[src/logic/pc_peak_pkg.sv]
// shared constants, register map and helper functions for the pc peak monitor
package pc_peak_pkg;

	localparam int ADDR_W   = 18;
	localparam int DATA_W   = 32;
	localparam int REG_W    = 16;
	localparam int PC_W     = 24;
	localparam int PC_SPLIT = 16;
	localparam int BANKS    = 4;
	localparam int SUBBANKS = 5;
	localparam int ERR_W    = BANKS * SUBBANKS;
	localparam int EVT_W    = 3;

	// register indices; byte address is four times the index
	localparam logic [15:0] IDX_PC_HI         = 16'hf460;
	localparam logic [15:0] IDX_PC_LO         = 16'hf461;
	localparam logic [15:0] IDX_PC_CLEAR      = 16'hf462;
	localparam logic [15:0] IDX_FRAME_PEAK_HI = 16'hf463;
	localparam logic [15:0] IDX_FRAME_PEAK_LO = 16'hf464;
	localparam logic [15:0] IDX_MAX_PEAK_HI   = 16'hf465;
	localparam logic [15:0] IDX_MAX_PEAK_LO   = 16'hf466;
	localparam logic [15:0] IDX_PARITY_LO     = 16'hf467;
	localparam logic [15:0] IDX_PARITY_HI     = 16'hf468;
	localparam logic [15:0] IDX_IRQ_STATUS    = 16'hf470;
	localparam logic [15:0] IDX_IRQ_ENABLE    = 16'hf471;

	localparam logic [ADDR_W-1:0] ADDR_PC_HI         = {IDX_PC_HI, 2'b00};
	localparam logic [ADDR_W-1:0] ADDR_PC_LO         = {IDX_PC_LO, 2'b00};
	localparam logic [ADDR_W-1:0] ADDR_PC_CLEAR      = {IDX_PC_CLEAR, 2'b00};
	localparam logic [ADDR_W-1:0] ADDR_FRAME_PEAK_HI = {IDX_FRAME_PEAK_HI, 2'b00};
	localparam logic [ADDR_W-1:0] ADDR_FRAME_PEAK_LO = {IDX_FRAME_PEAK_LO, 2'b00};
	localparam logic [ADDR_W-1:0] ADDR_MAX_PEAK_HI   = {IDX_MAX_PEAK_HI, 2'b00};
	localparam logic [ADDR_W-1:0] ADDR_MAX_PEAK_LO   = {IDX_MAX_PEAK_LO, 2'b00};
	localparam logic [ADDR_W-1:0] ADDR_PARITY_LO     = {IDX_PARITY_LO, 2'b00};
	localparam logic [ADDR_W-1:0] ADDR_PARITY_HI     = {IDX_PARITY_HI, 2'b00};
	localparam logic [ADDR_W-1:0] ADDR_IRQ_STATUS    = {IDX_IRQ_STATUS, 2'b00};
	localparam logic [ADDR_W-1:0] ADDR_IRQ_ENABLE    = {IDX_IRQ_ENABLE, 2'b00};

	// field positions and reset values
	localparam int                CLEAR_BIT     = 0;
	localparam int                ODD_BANK_LSB  = 8;
	localparam int                EVEN_BANK_LSB = 0;
	localparam logic [REG_W-1:0]  PARITY_FIELDS = 16'h1f1f;
	localparam logic [REG_W-1:0]  RST_REG       = 16'h0000;
	localparam logic [EVT_W-1:0]  RST_EVT       = 3'h0;
	localparam int                EVT_PANIC     = 0;
	localparam int                EVT_MAX       = 1;
	localparam int                EVT_FRAME     = 2;

	function automatic logic [PC_W-1:0] max_pc(input logic [PC_W-1:0] a, input logic [PC_W-1:0] b);
		max_pc = (a > b) ? a : b;
	endfunction

	function automatic logic [REG_W-1:0] merge16(input logic [REG_W-1:0] old, input logic [REG_W-1:0] wd,
		input logic [1:0] be);
		merge16 = {be[1] ? wd[15:8] : old[15:8], be[0] ? wd[7:0] : old[7:0]};
	endfunction

	// two banks of one mask register, even bank in the low five bits
	function automatic logic [2*SUBBANKS-1:0] bank_pair(input logic [REG_W-1:0] r);
		bank_pair = {r[ODD_BANK_LSB +: SUBBANKS], r[EVEN_BANK_LSB +: SUBBANKS]};
	endfunction

endpackage

[src/logic/pc_peak_monitor_parity_mask.sv]
// register bank: program counter peak monitor and data memory zero parity masks
//
// Notes on behaviour
// - the highest pc seen in the last frame, or last block in block mode, is captured and readable.
// - the frame peak is 24 bits, upper 8 in the low byte of one register, lower 16 in the next.
// - a running maximum of frame peaks since start is kept and grows when a new peak exceeds it.
// - the running maximum is 24 bits, split 8 and 16 over two adjacent read-only registers.
// - the clear control zeroes both the frame peak and the running maximum.
// - each parity mask bit works per subbank: 0 reports errors, 1 ignores them.
// - the first mask register holds bank 1 at bits 12..8 and bank 0 at bits 4..0, gaps reserved.
// - the second mask register holds bank 3 at bits 12..8 and bank 2 at bits 4..0, same gaps.
// - every mask bit is read-write and resets to zero so all subbanks report after reset.
// - while the clear bit is 1 the pc is held at zero and does not update.
// - the live pc is 24 bits, readable as bits 23..16 and then bits 15..0.
//
// The Avalon-MM interface to the registers was chosen for this implementation.
`timescale 1ns/1ps
module pc_peak_monitor_parity_mask (
	input  wire logic                                clk,
	input  wire logic                                arst_n,
	input  wire logic [pc_peak_pkg::ADDR_W-1:0]      avs_address,
	input  wire logic                                avs_read,
	input  wire logic                                avs_write,
	input  wire logic [pc_peak_pkg::DATA_W-1:0]      avs_writedata,
	input  wire logic [3:0]                          avs_byteenable,
	output logic      [pc_peak_pkg::DATA_W-1:0]      avs_readdata,
	output logic                                     avs_waitrequest,
	input  wire logic [pc_peak_pkg::PC_W-1:0]        pc_value,
	input  wire logic                                pc_valid,
	input  wire logic                                frame_start,
	input  wire logic                                block_start,
	input  wire logic                                block_mode,
	input  wire logic [pc_peak_pkg::ERR_W-1:0]       dm0_parity_err,
	output logic                                     pc_hold,
	output logic                                     panic,
	output logic                                     irq
);

	typedef struct packed {
		logic                                waitrequest;
		logic [pc_peak_pkg::DATA_W-1:0]      rdata;
		logic                                clear;
		logic [pc_peak_pkg::PC_W-1:0]        live_pc;
		logic [pc_peak_pkg::REG_W-1:0]       mask_lo;
		logic [pc_peak_pkg::REG_W-1:0]       mask_hi;
		logic [pc_peak_pkg::EVT_W-1:0]       status;
		logic [pc_peak_pkg::EVT_W-1:0]       irq_en;
		logic                                irq;
	} state_type;

	state_type                          st_ff;
	state_type                          nxt_st;
	logic                               wr_commit;
	logic                               rd_take;
	logic                               boundary;
	logic [pc_peak_pkg::DATA_W-1:0]     rd_word;
	logic [pc_peak_pkg::REG_W-1:0]      wr_lane;
	logic [pc_peak_pkg::EVT_W-1:0]      events;
	logic [pc_peak_pkg::EVT_W-1:0]      w1c;
	logic [pc_peak_pkg::PC_W-1:0]       frame_peak;
	logic [pc_peak_pkg::PC_W-1:0]       max_peak;
	logic                               max_upd;
	logic                               frame_done;
	logic                               panic_hit;
	logic [pc_peak_pkg::ERR_W-1:0]      ignore_mask;

	// block boundary replaces the frame boundary when block processing runs
	assign boundary = block_mode ? block_start : frame_start;

	// bank order 0..3, five subbanks each, subbank 0 lowest
	assign ignore_mask = {pc_peak_pkg::bank_pair(st_ff.mask_hi), pc_peak_pkg::bank_pair(st_ff.mask_lo)};

	pc_peak_tracker tracker (
		.clk        (clk),
		.arst_n     (arst_n),
		.pc_value   (pc_value),
		.pc_valid   (pc_valid),
		.boundary   (boundary),
		.clear      (st_ff.clear),
		.frame_peak (frame_peak),
		.max_peak   (max_peak),
		.max_upd    (max_upd),
		.frame_done (frame_done)
	);

	parity_panic_gate gate (
		.clk         (clk),
		.arst_n      (arst_n),
		.parity_err  (dm0_parity_err),
		.ignore_mask (ignore_mask),
		.panic       (panic_hit)
	);

	always_comb begin
		nxt_st = st_ff;
		rd_word = '0;
		wr_lane = '0;
		w1c = pc_peak_pkg::RST_EVT;
		events = '0;

		// one wait cycle, then a single low cycle in which the access completes
		wr_commit = avs_write && !st_ff.waitrequest;
		rd_take = avs_read && st_ff.waitrequest;
		nxt_st.waitrequest = !((avs_read || avs_write) && st_ff.waitrequest);

		case (avs_address)
			pc_peak_pkg::ADDR_PC_HI: begin
				rd_word = 32'(st_ff.live_pc[pc_peak_pkg::PC_W-1:pc_peak_pkg::PC_SPLIT]);
			end
			pc_peak_pkg::ADDR_PC_LO: begin
				rd_word = 32'(st_ff.live_pc[pc_peak_pkg::PC_SPLIT-1:0]);
			end
			pc_peak_pkg::ADDR_PC_CLEAR: begin
				rd_word = 32'(st_ff.clear);
			end
			pc_peak_pkg::ADDR_FRAME_PEAK_HI: begin
				rd_word = 32'(frame_peak[pc_peak_pkg::PC_W-1:pc_peak_pkg::PC_SPLIT]);
			end
			pc_peak_pkg::ADDR_FRAME_PEAK_LO: begin
				rd_word = 32'(frame_peak[pc_peak_pkg::PC_SPLIT-1:0]);
			end
			pc_peak_pkg::ADDR_MAX_PEAK_HI: begin
				rd_word = 32'(max_peak[pc_peak_pkg::PC_W-1:pc_peak_pkg::PC_SPLIT]);
			end
			pc_peak_pkg::ADDR_MAX_PEAK_LO: begin
				rd_word = 32'(max_peak[pc_peak_pkg::PC_SPLIT-1:0]);
			end
			pc_peak_pkg::ADDR_PARITY_LO: begin
				rd_word = 32'(st_ff.mask_lo);
			end
			pc_peak_pkg::ADDR_PARITY_HI: begin
				rd_word = 32'(st_ff.mask_hi);
			end
			pc_peak_pkg::ADDR_IRQ_STATUS: begin
				rd_word = 32'(st_ff.status);
			end
			pc_peak_pkg::ADDR_IRQ_ENABLE: begin
				rd_word = 32'(st_ff.irq_en);
			end
			default: begin
				rd_word = '0;
			end
		endcase
		if (rd_take) begin
			nxt_st.rdata = rd_word;
		end

		// peak registers are read-only; writes to them and to holes are dropped
		if (wr_commit) begin
			case (avs_address)
				pc_peak_pkg::ADDR_PC_CLEAR: begin
					wr_lane = pc_peak_pkg::merge16(16'(st_ff.clear), avs_writedata[15:0], avs_byteenable[1:0]);
					nxt_st.clear = wr_lane[pc_peak_pkg::CLEAR_BIT];
				end
				pc_peak_pkg::ADDR_PARITY_LO: begin
					wr_lane = pc_peak_pkg::merge16(st_ff.mask_lo, avs_writedata[15:0], avs_byteenable[1:0]);
					nxt_st.mask_lo = wr_lane & pc_peak_pkg::PARITY_FIELDS;
				end
				pc_peak_pkg::ADDR_PARITY_HI: begin
					wr_lane = pc_peak_pkg::merge16(st_ff.mask_hi, avs_writedata[15:0], avs_byteenable[1:0]);
					nxt_st.mask_hi = wr_lane & pc_peak_pkg::PARITY_FIELDS;
				end
				pc_peak_pkg::ADDR_IRQ_STATUS: begin
					if (avs_byteenable[0]) begin
						w1c = avs_writedata[pc_peak_pkg::EVT_W-1:0];
					end
				end
				pc_peak_pkg::ADDR_IRQ_ENABLE: begin
					if (avs_byteenable[0]) begin
						nxt_st.irq_en = avs_writedata[pc_peak_pkg::EVT_W-1:0];
					end
				end
				default: begin
					wr_lane = '0;
				end
			endcase
		end

		// held at zero from the very cycle the clear bit becomes 1
		if (nxt_st.clear) begin
			nxt_st.live_pc = '0;
		end else if (pc_valid) begin
			nxt_st.live_pc = pc_value;
		end

		events[pc_peak_pkg::EVT_PANIC] = panic_hit;
		events[pc_peak_pkg::EVT_MAX] = max_upd;
		events[pc_peak_pkg::EVT_FRAME] = frame_done;
		// set beats a simultaneous write-one clear
		nxt_st.status = (st_ff.status & ~w1c) | events;
		nxt_st.irq = |(nxt_st.status & nxt_st.irq_en);
	end

	always_ff @(posedge clk or negedge arst_n) begin
		if (!arst_n) begin
			st_ff <= '0;
			st_ff.waitrequest <= 1'b1;
		end else begin
			st_ff <= nxt_st;
		end
	end

	assign avs_readdata    = st_ff.rdata;
	assign avs_waitrequest = st_ff.waitrequest;
	assign pc_hold         = st_ff.clear;
	assign panic           = panic_hit;
	assign irq             = st_ff.irq;
endmodule // pc_peak_monitor_parity_mask

[src/logic/pc_peak_tracker.sv]
// per-frame program counter peak and running maximum
`timescale 1ns/1ps
module pc_peak_tracker (
	input  wire logic                          clk,
	input  wire logic                          arst_n,
	input  wire logic [pc_peak_pkg::PC_W-1:0]  pc_value,
	input  wire logic                          pc_valid,
	input  wire logic                          boundary,
	input  wire logic                          clear,
	output logic      [pc_peak_pkg::PC_W-1:0]  frame_peak,
	output logic      [pc_peak_pkg::PC_W-1:0]  max_peak,
	output logic                               max_upd,
	output logic                               frame_done
);
	typedef struct packed {
		logic [pc_peak_pkg::PC_W-1:0] run_peak;
		logic [pc_peak_pkg::PC_W-1:0] frame_peak;
		logic [pc_peak_pkg::PC_W-1:0] max_peak;
		logic                         max_upd;
		logic                         frame_done;
	} trk_type;

	trk_type st_ff;
	trk_type nxt_st;
	logic [pc_peak_pkg::PC_W-1:0] cand;

	always_comb begin
		nxt_st = st_ff;
		nxt_st.max_upd = 1'b0;
		nxt_st.frame_done = 1'b0;
		cand = pc_valid ? pc_peak_pkg::max_pc(st_ff.run_peak, pc_value) : st_ff.run_peak;
		if (clear) begin
			nxt_st = '0;
		end else if (boundary) begin
			nxt_st.frame_peak = cand;
			nxt_st.run_peak = '0;
			nxt_st.frame_done = 1'b1;
			nxt_st.max_peak = pc_peak_pkg::max_pc(st_ff.max_peak, cand);
			nxt_st.max_upd = cand > st_ff.max_peak;
		end else begin
			nxt_st.run_peak = cand;
		end
	end

	always_ff @(posedge clk or negedge arst_n) begin
		if (!arst_n) begin
			st_ff <= '0;
		end else begin
			st_ff <= nxt_st;
		end
	end

	assign frame_peak = st_ff.frame_peak;
	assign max_peak   = st_ff.max_peak;
	assign max_upd    = st_ff.max_upd;
	assign frame_done = st_ff.frame_done;
endmodule // pc_peak_tracker

[src/logic/parity_panic_gate.sv]
// per-subbank parity error masking into one panic pulse
`timescale 1ns/1ps
module parity_panic_gate (
	input  wire logic                           clk,
	input  wire logic                           arst_n,
	input  wire logic [pc_peak_pkg::ERR_W-1:0]  parity_err,
	input  wire logic [pc_peak_pkg::ERR_W-1:0]  ignore_mask,
	output logic                                panic
);
	typedef struct packed {
		logic hit;
	} gate_type;

	gate_type st_ff;
	gate_type nxt_st;

	always_comb begin
		nxt_st = st_ff;
		nxt_st.hit = |(parity_err & ~ignore_mask);
	end

	always_ff @(posedge clk or negedge arst_n) begin
		if (!arst_n) begin
			st_ff <= '0;
		end else begin
			st_ff <= nxt_st;
		end
	end

	assign panic = st_ff.hit;
endmodule // parity_panic_gate

[config.mk]
export PLATFORM = sky130hd
export DESIGN_NAME = pc_peak_monitor_parity_mask
export DESIGN_NICKNAME = d
export VERILOG_FILES = /design/src/logic/pc_peak_pkg.sv /design/src/logic/pc_peak_monitor_parity_mask.sv /design/src/logic/pc_peak_tracker.sv /design/src/logic/parity_panic_gate.sv
export SDC_FILE = /design/constraint.sdc
export NUM_CORES = 1
export LEC_CHECK = 0
export ABC_AREA = 0
export BUFFER_PORTS_ARGS = -buffer_cell sky130_fd_sc_hd__buf_2
export CAP_MARGIN = 20
export CORE_MARGIN = 2
export CORE_UTILIZATION = 45
export CTS_CLUSTER_DIAMETER = 120
export DETAILED_ROUTE_END_ITERATION = 8
export PLACE_DENSITY = 0.69
export SLEW_MARGIN = 25
export SYNTH_ARGS = -nofsm -noshare
export SYNTH_HDL_FRONTEND = slang
export SYNTH_SLANG_ARGS = --single-unit
[constraint.sdc]
create_clock -name clk -period 4.2 [get_ports clk]
set_clock_uncertainty 0.1 [all_clocks]
set_input_delay 0.84 -clock clk [delete_from_list [all_inputs] [get_ports clk]]
set_output_delay 0.84 -clock clk [all_outputs]
set_load 0.01 [all_outputs]
==> flow_summary_export.csv <==
group,metric,value,unit
critical_path,crit_start,"pc_value[22]",
timing,worst-slew-pin-transition,963,ps
yosys,ys_seq_elements,144,
yosys,netlist.area_leader.share,42.0,%
timing,fin_hold_ws,361,ps
hold_path,holdPathStages,1,
pwr,irDropWorstVdd,0.305,mV
grt,grt-ovfl-total,0,
yosys,netlist_area,8530,um^2
die,dieHeight,142,um
pwr,powerDensity,443,nW/um^2
yosys,ys_types,58,
cts,root_buffer,"clkbuf_16",
yosys,syn_inst,891,
critical_path,required,4460,ps
timing,fmax,230,MHz
critical_path,cpMostUsedCell,"buf_6",
hold_path,min_from,"tracker.frame_done",
placed_design,dp_hpwl,18300,um
timing,period_share,104,%
yosys,synth_area_leaders,"dfrtp_1, ha_1, nor2_1, inv_1, buf_4",
finish,insertedDiodeCount,0,
yosys,synth.top_cells.by_count,"dfrtp_1, nor2_1, inv_1",
critical_path,path_cells,"buf_8 > inv_4 > ha_4 > nand4_1 > buf_6 > buf_6 > a2111oi_4 > nor4_4 > buf_4 > buf_12 > and3_4 > nor3_4 > inv_2 > ha_4 > a21oi_2 > nor2_1 > a2111oi_2 > o31a_1 > o21ai_4 > a311oi_4 > buf_6 > clkbuf_16 > o2bb2ai_1",
finish,fill_cells,1504,
finish,finish.utilization,62.0,%
critical_path,r2r_cells,21,
pwr,power.total,5.12,mW
die,core_area,18600,um^2
yosys,yosys_warnings,0,
die,rows,50,
cts,cts_tree,"done",
timing,rsz0062_at_grt,"yes",
critical_path,cpPeakStageDelay,320,ps
finish,syn_to_final_growth,35.6,%
grt,grt_pass1_wl,40500,um
routing,wl_per_cell,20.3,um
routing,ant_nets,0,
yosys,yosysMostFrequentCell,"dfrtp_1",
timing,final.min_clock_period,4360,ps
timing,drv_slew,0,
finish,post-route-cell-area,11600,um^2
routing,drt_pass1_iterations,8,
critical_path,critPathSlowestCell,"a2111oi_4",
finish,drive_above_1_share,38.4,%
routing,drt_iter0_drc,701,
timing,setup_viol_count_final,25,
grt,track_usage,26.2,%
cts,numCtsBuffers,17,
critical_path,timing.rr.start,"tracker.st_ff[71]",
outcome,violations,"negative setup slack",
yosys,ys_async_sr_fraction,100,%
cts,cts_hold_buf,0,
finish,multi_input_area,4880,um^2
cts,cts.sinks,144,
yosys,post-synth-top-area-cell,"dfrtp_1",
timing,hold_viol_final,0,
placed_design,dp_slack,-736,ps
die,dieWidth,142,um
routing,via_per_inst,5.81,
routing,vias,7727,
die,io_pins,142,
yosys,synth_ff_type,"dfrtp_1",
yosys,syn_area_per_cell,9.57,um^2
routing,drt_wl_total,26900,um
timing,postLayoutSetupSlackWorst,-156,ps
yosys,synth_edf_count,0,
finish,final_nets,1236,
outcome,status,"complete, but fails checks",
timing,slew_headroom,35.6,%
critical_path,crit_fanout,5,
placed_design,gp_congestion,0.850,
placed_design,place_area,10100,um^2
placed_design,io_buffers,101,
hold_path,hold_path.class,"register to register",
grt,grt_start_max_net_pins,100,
cts,clk_latency,440,ps
cts,htree_num_levels,4,
cts,clockBufferDepth,2,
die,die-area,20100,um^2
pwr,leakagePower,5.43,nW
die,start_util,45.7,%
critical_path,worstPathArrival,4620,ps
critical_path,critical_path.endpoint_type,"register",
critical_path,worstSetupPathType,"input port to register",
yosys,yosysSeqAreaShare,42.3,%
run,max-cap-violations,0,
cts,cts.reportedPaths.clkPinSlew,60,ps
grt,first_global_vias,7634,
routing,drc,0,
grt,antenna_found_initial,0,
finish,regArea,3600,um^2
critical_path,worstSetupStartpointType,"input port",
[logic make-up (layout without fill, tap and decap cells)]
family | count (synthesis) | after routing | synth area share (%)
multiplexers | 47 | 47 | 5.84
other | 1 | 16 | 0.0440
flip-flops | 144 | 144 | 42.3
AO/OA/AOI/OAI | 219 | 219 | 18.3
AND/OR/NAND/NOR | 258 | 258 | 16.8
buffers and inverters | 174 | 363 | 9.70
adder cells (fa/ha/maj) | 48 | 48 | 7.04
[worst max-delay path, delay by kind of cell]
kind	cells	cell delay (ps)
AOI/OAI and AO/OA	7	1550
buffers and inverters	9	1100
adders and majority gates	2	510
and+or+nand+nor	5	600
[path summary, 6_finish.rpt]
path	endpoint	slack, ps
setup / recovery	tracker.max_peak[11]	-160
hold / removal	st_ff[6]	360
setup reg to reg	tracker.max_peak[11]	-100
hold reg to reg	st_ff[6]	360
max in group asynchronous	avs_readdata[9]	2810
min in group asynchronous	ignore_mask[2]	420
[layout make-up]
cell class                 count  area share (%)
tap                          234            2.53
inverter                      96            3.44
clock inverter                13            1.82
multi-input combinational    588            42.2
timing repair buffer         235            15.1
clock buffer                  19            3.74
sequential                   144            31.2
[per-stage QoR]
| stage | instances | setup TNS, ps |
|---|---|---|
| 2_1_floorplan | 906 | -856 |
| 3_3_place_gp | 1275 | -13510 |
| 3_5_place_dp | 1275 | -17810 |
| 4_1_cts | 1314 | -2150 |
| 5_1_grt | 1329 | -6790 |
| 6_report | 1329 | -2780 |
[per-layer routing]
layer  global-route usage [%]  vias to the layer above  share of wire (%)
met2                     45.0                      327                 50
li1                         -                     3528                  -
met4                     11.2                        0                3.7
met3                     5.03                       63                5.7
met5                        0                        -                  0
met1                     32.4                     3809                 40
[registers in the layout, indices dropped and copies added, names as in the netlist]
register            count
avs_readdata           16
tracker.max_upd         1
tracker.max_peak       24
tracker.frame_done      1
irq                     1
pc_hold                 1
st_ff                  30
tracker.frame_peak     24
tracker.st_ff          24
gate.panic              1
avs_waitrequest         1
ignore_mask            20
[where the power goes]
group	switching (mW)	leakage [nW]	internal [mW]	total (mW)
combinational	0.853	3.32	0.801	1.65
clock	0.630	0.308	1.06	1.69
sequential	0.188	1.81	1.59	1.78
total	1.67	5.43	3.45	5.12
[placed cells by master (no fill, tap or decap), types with 11 or more instances in the layout]
cell,Yosys,routed
ha_4,0,26
nand4_1,11,11
a31oi_1,11,11
a22oi_1,12,12
dfrtp_1,143,143
o22ai_1,20,20
o2bb2ai_2,0,13
mux2i_1,25,25
a21oi_1,48,41
a21o_1,12,12
mux2_2,17,17
nor2_1,98,93
buf_4,37,115
a222oi_1,17,17
o21ai_0,37,35
nor3_4,10,19
buf_2,10,92
ha_1,48,18
o2bb2ai_1,25,12
nand3_1,16,12
inv_1,95,78
nand2_1,51,49
buf_6,3,16
and3_1,27,18
clkbuf_16,0,20
conb_1,1,16
[what timing repair did]
item	CTS	global route
setup endpoints to repair	25	25
pin swaps	1	32
buffers inserted	6	14
resized for setup	19	96
gates cloned	1	3
No activity file was read; power rests on OpenSTA's default activity.
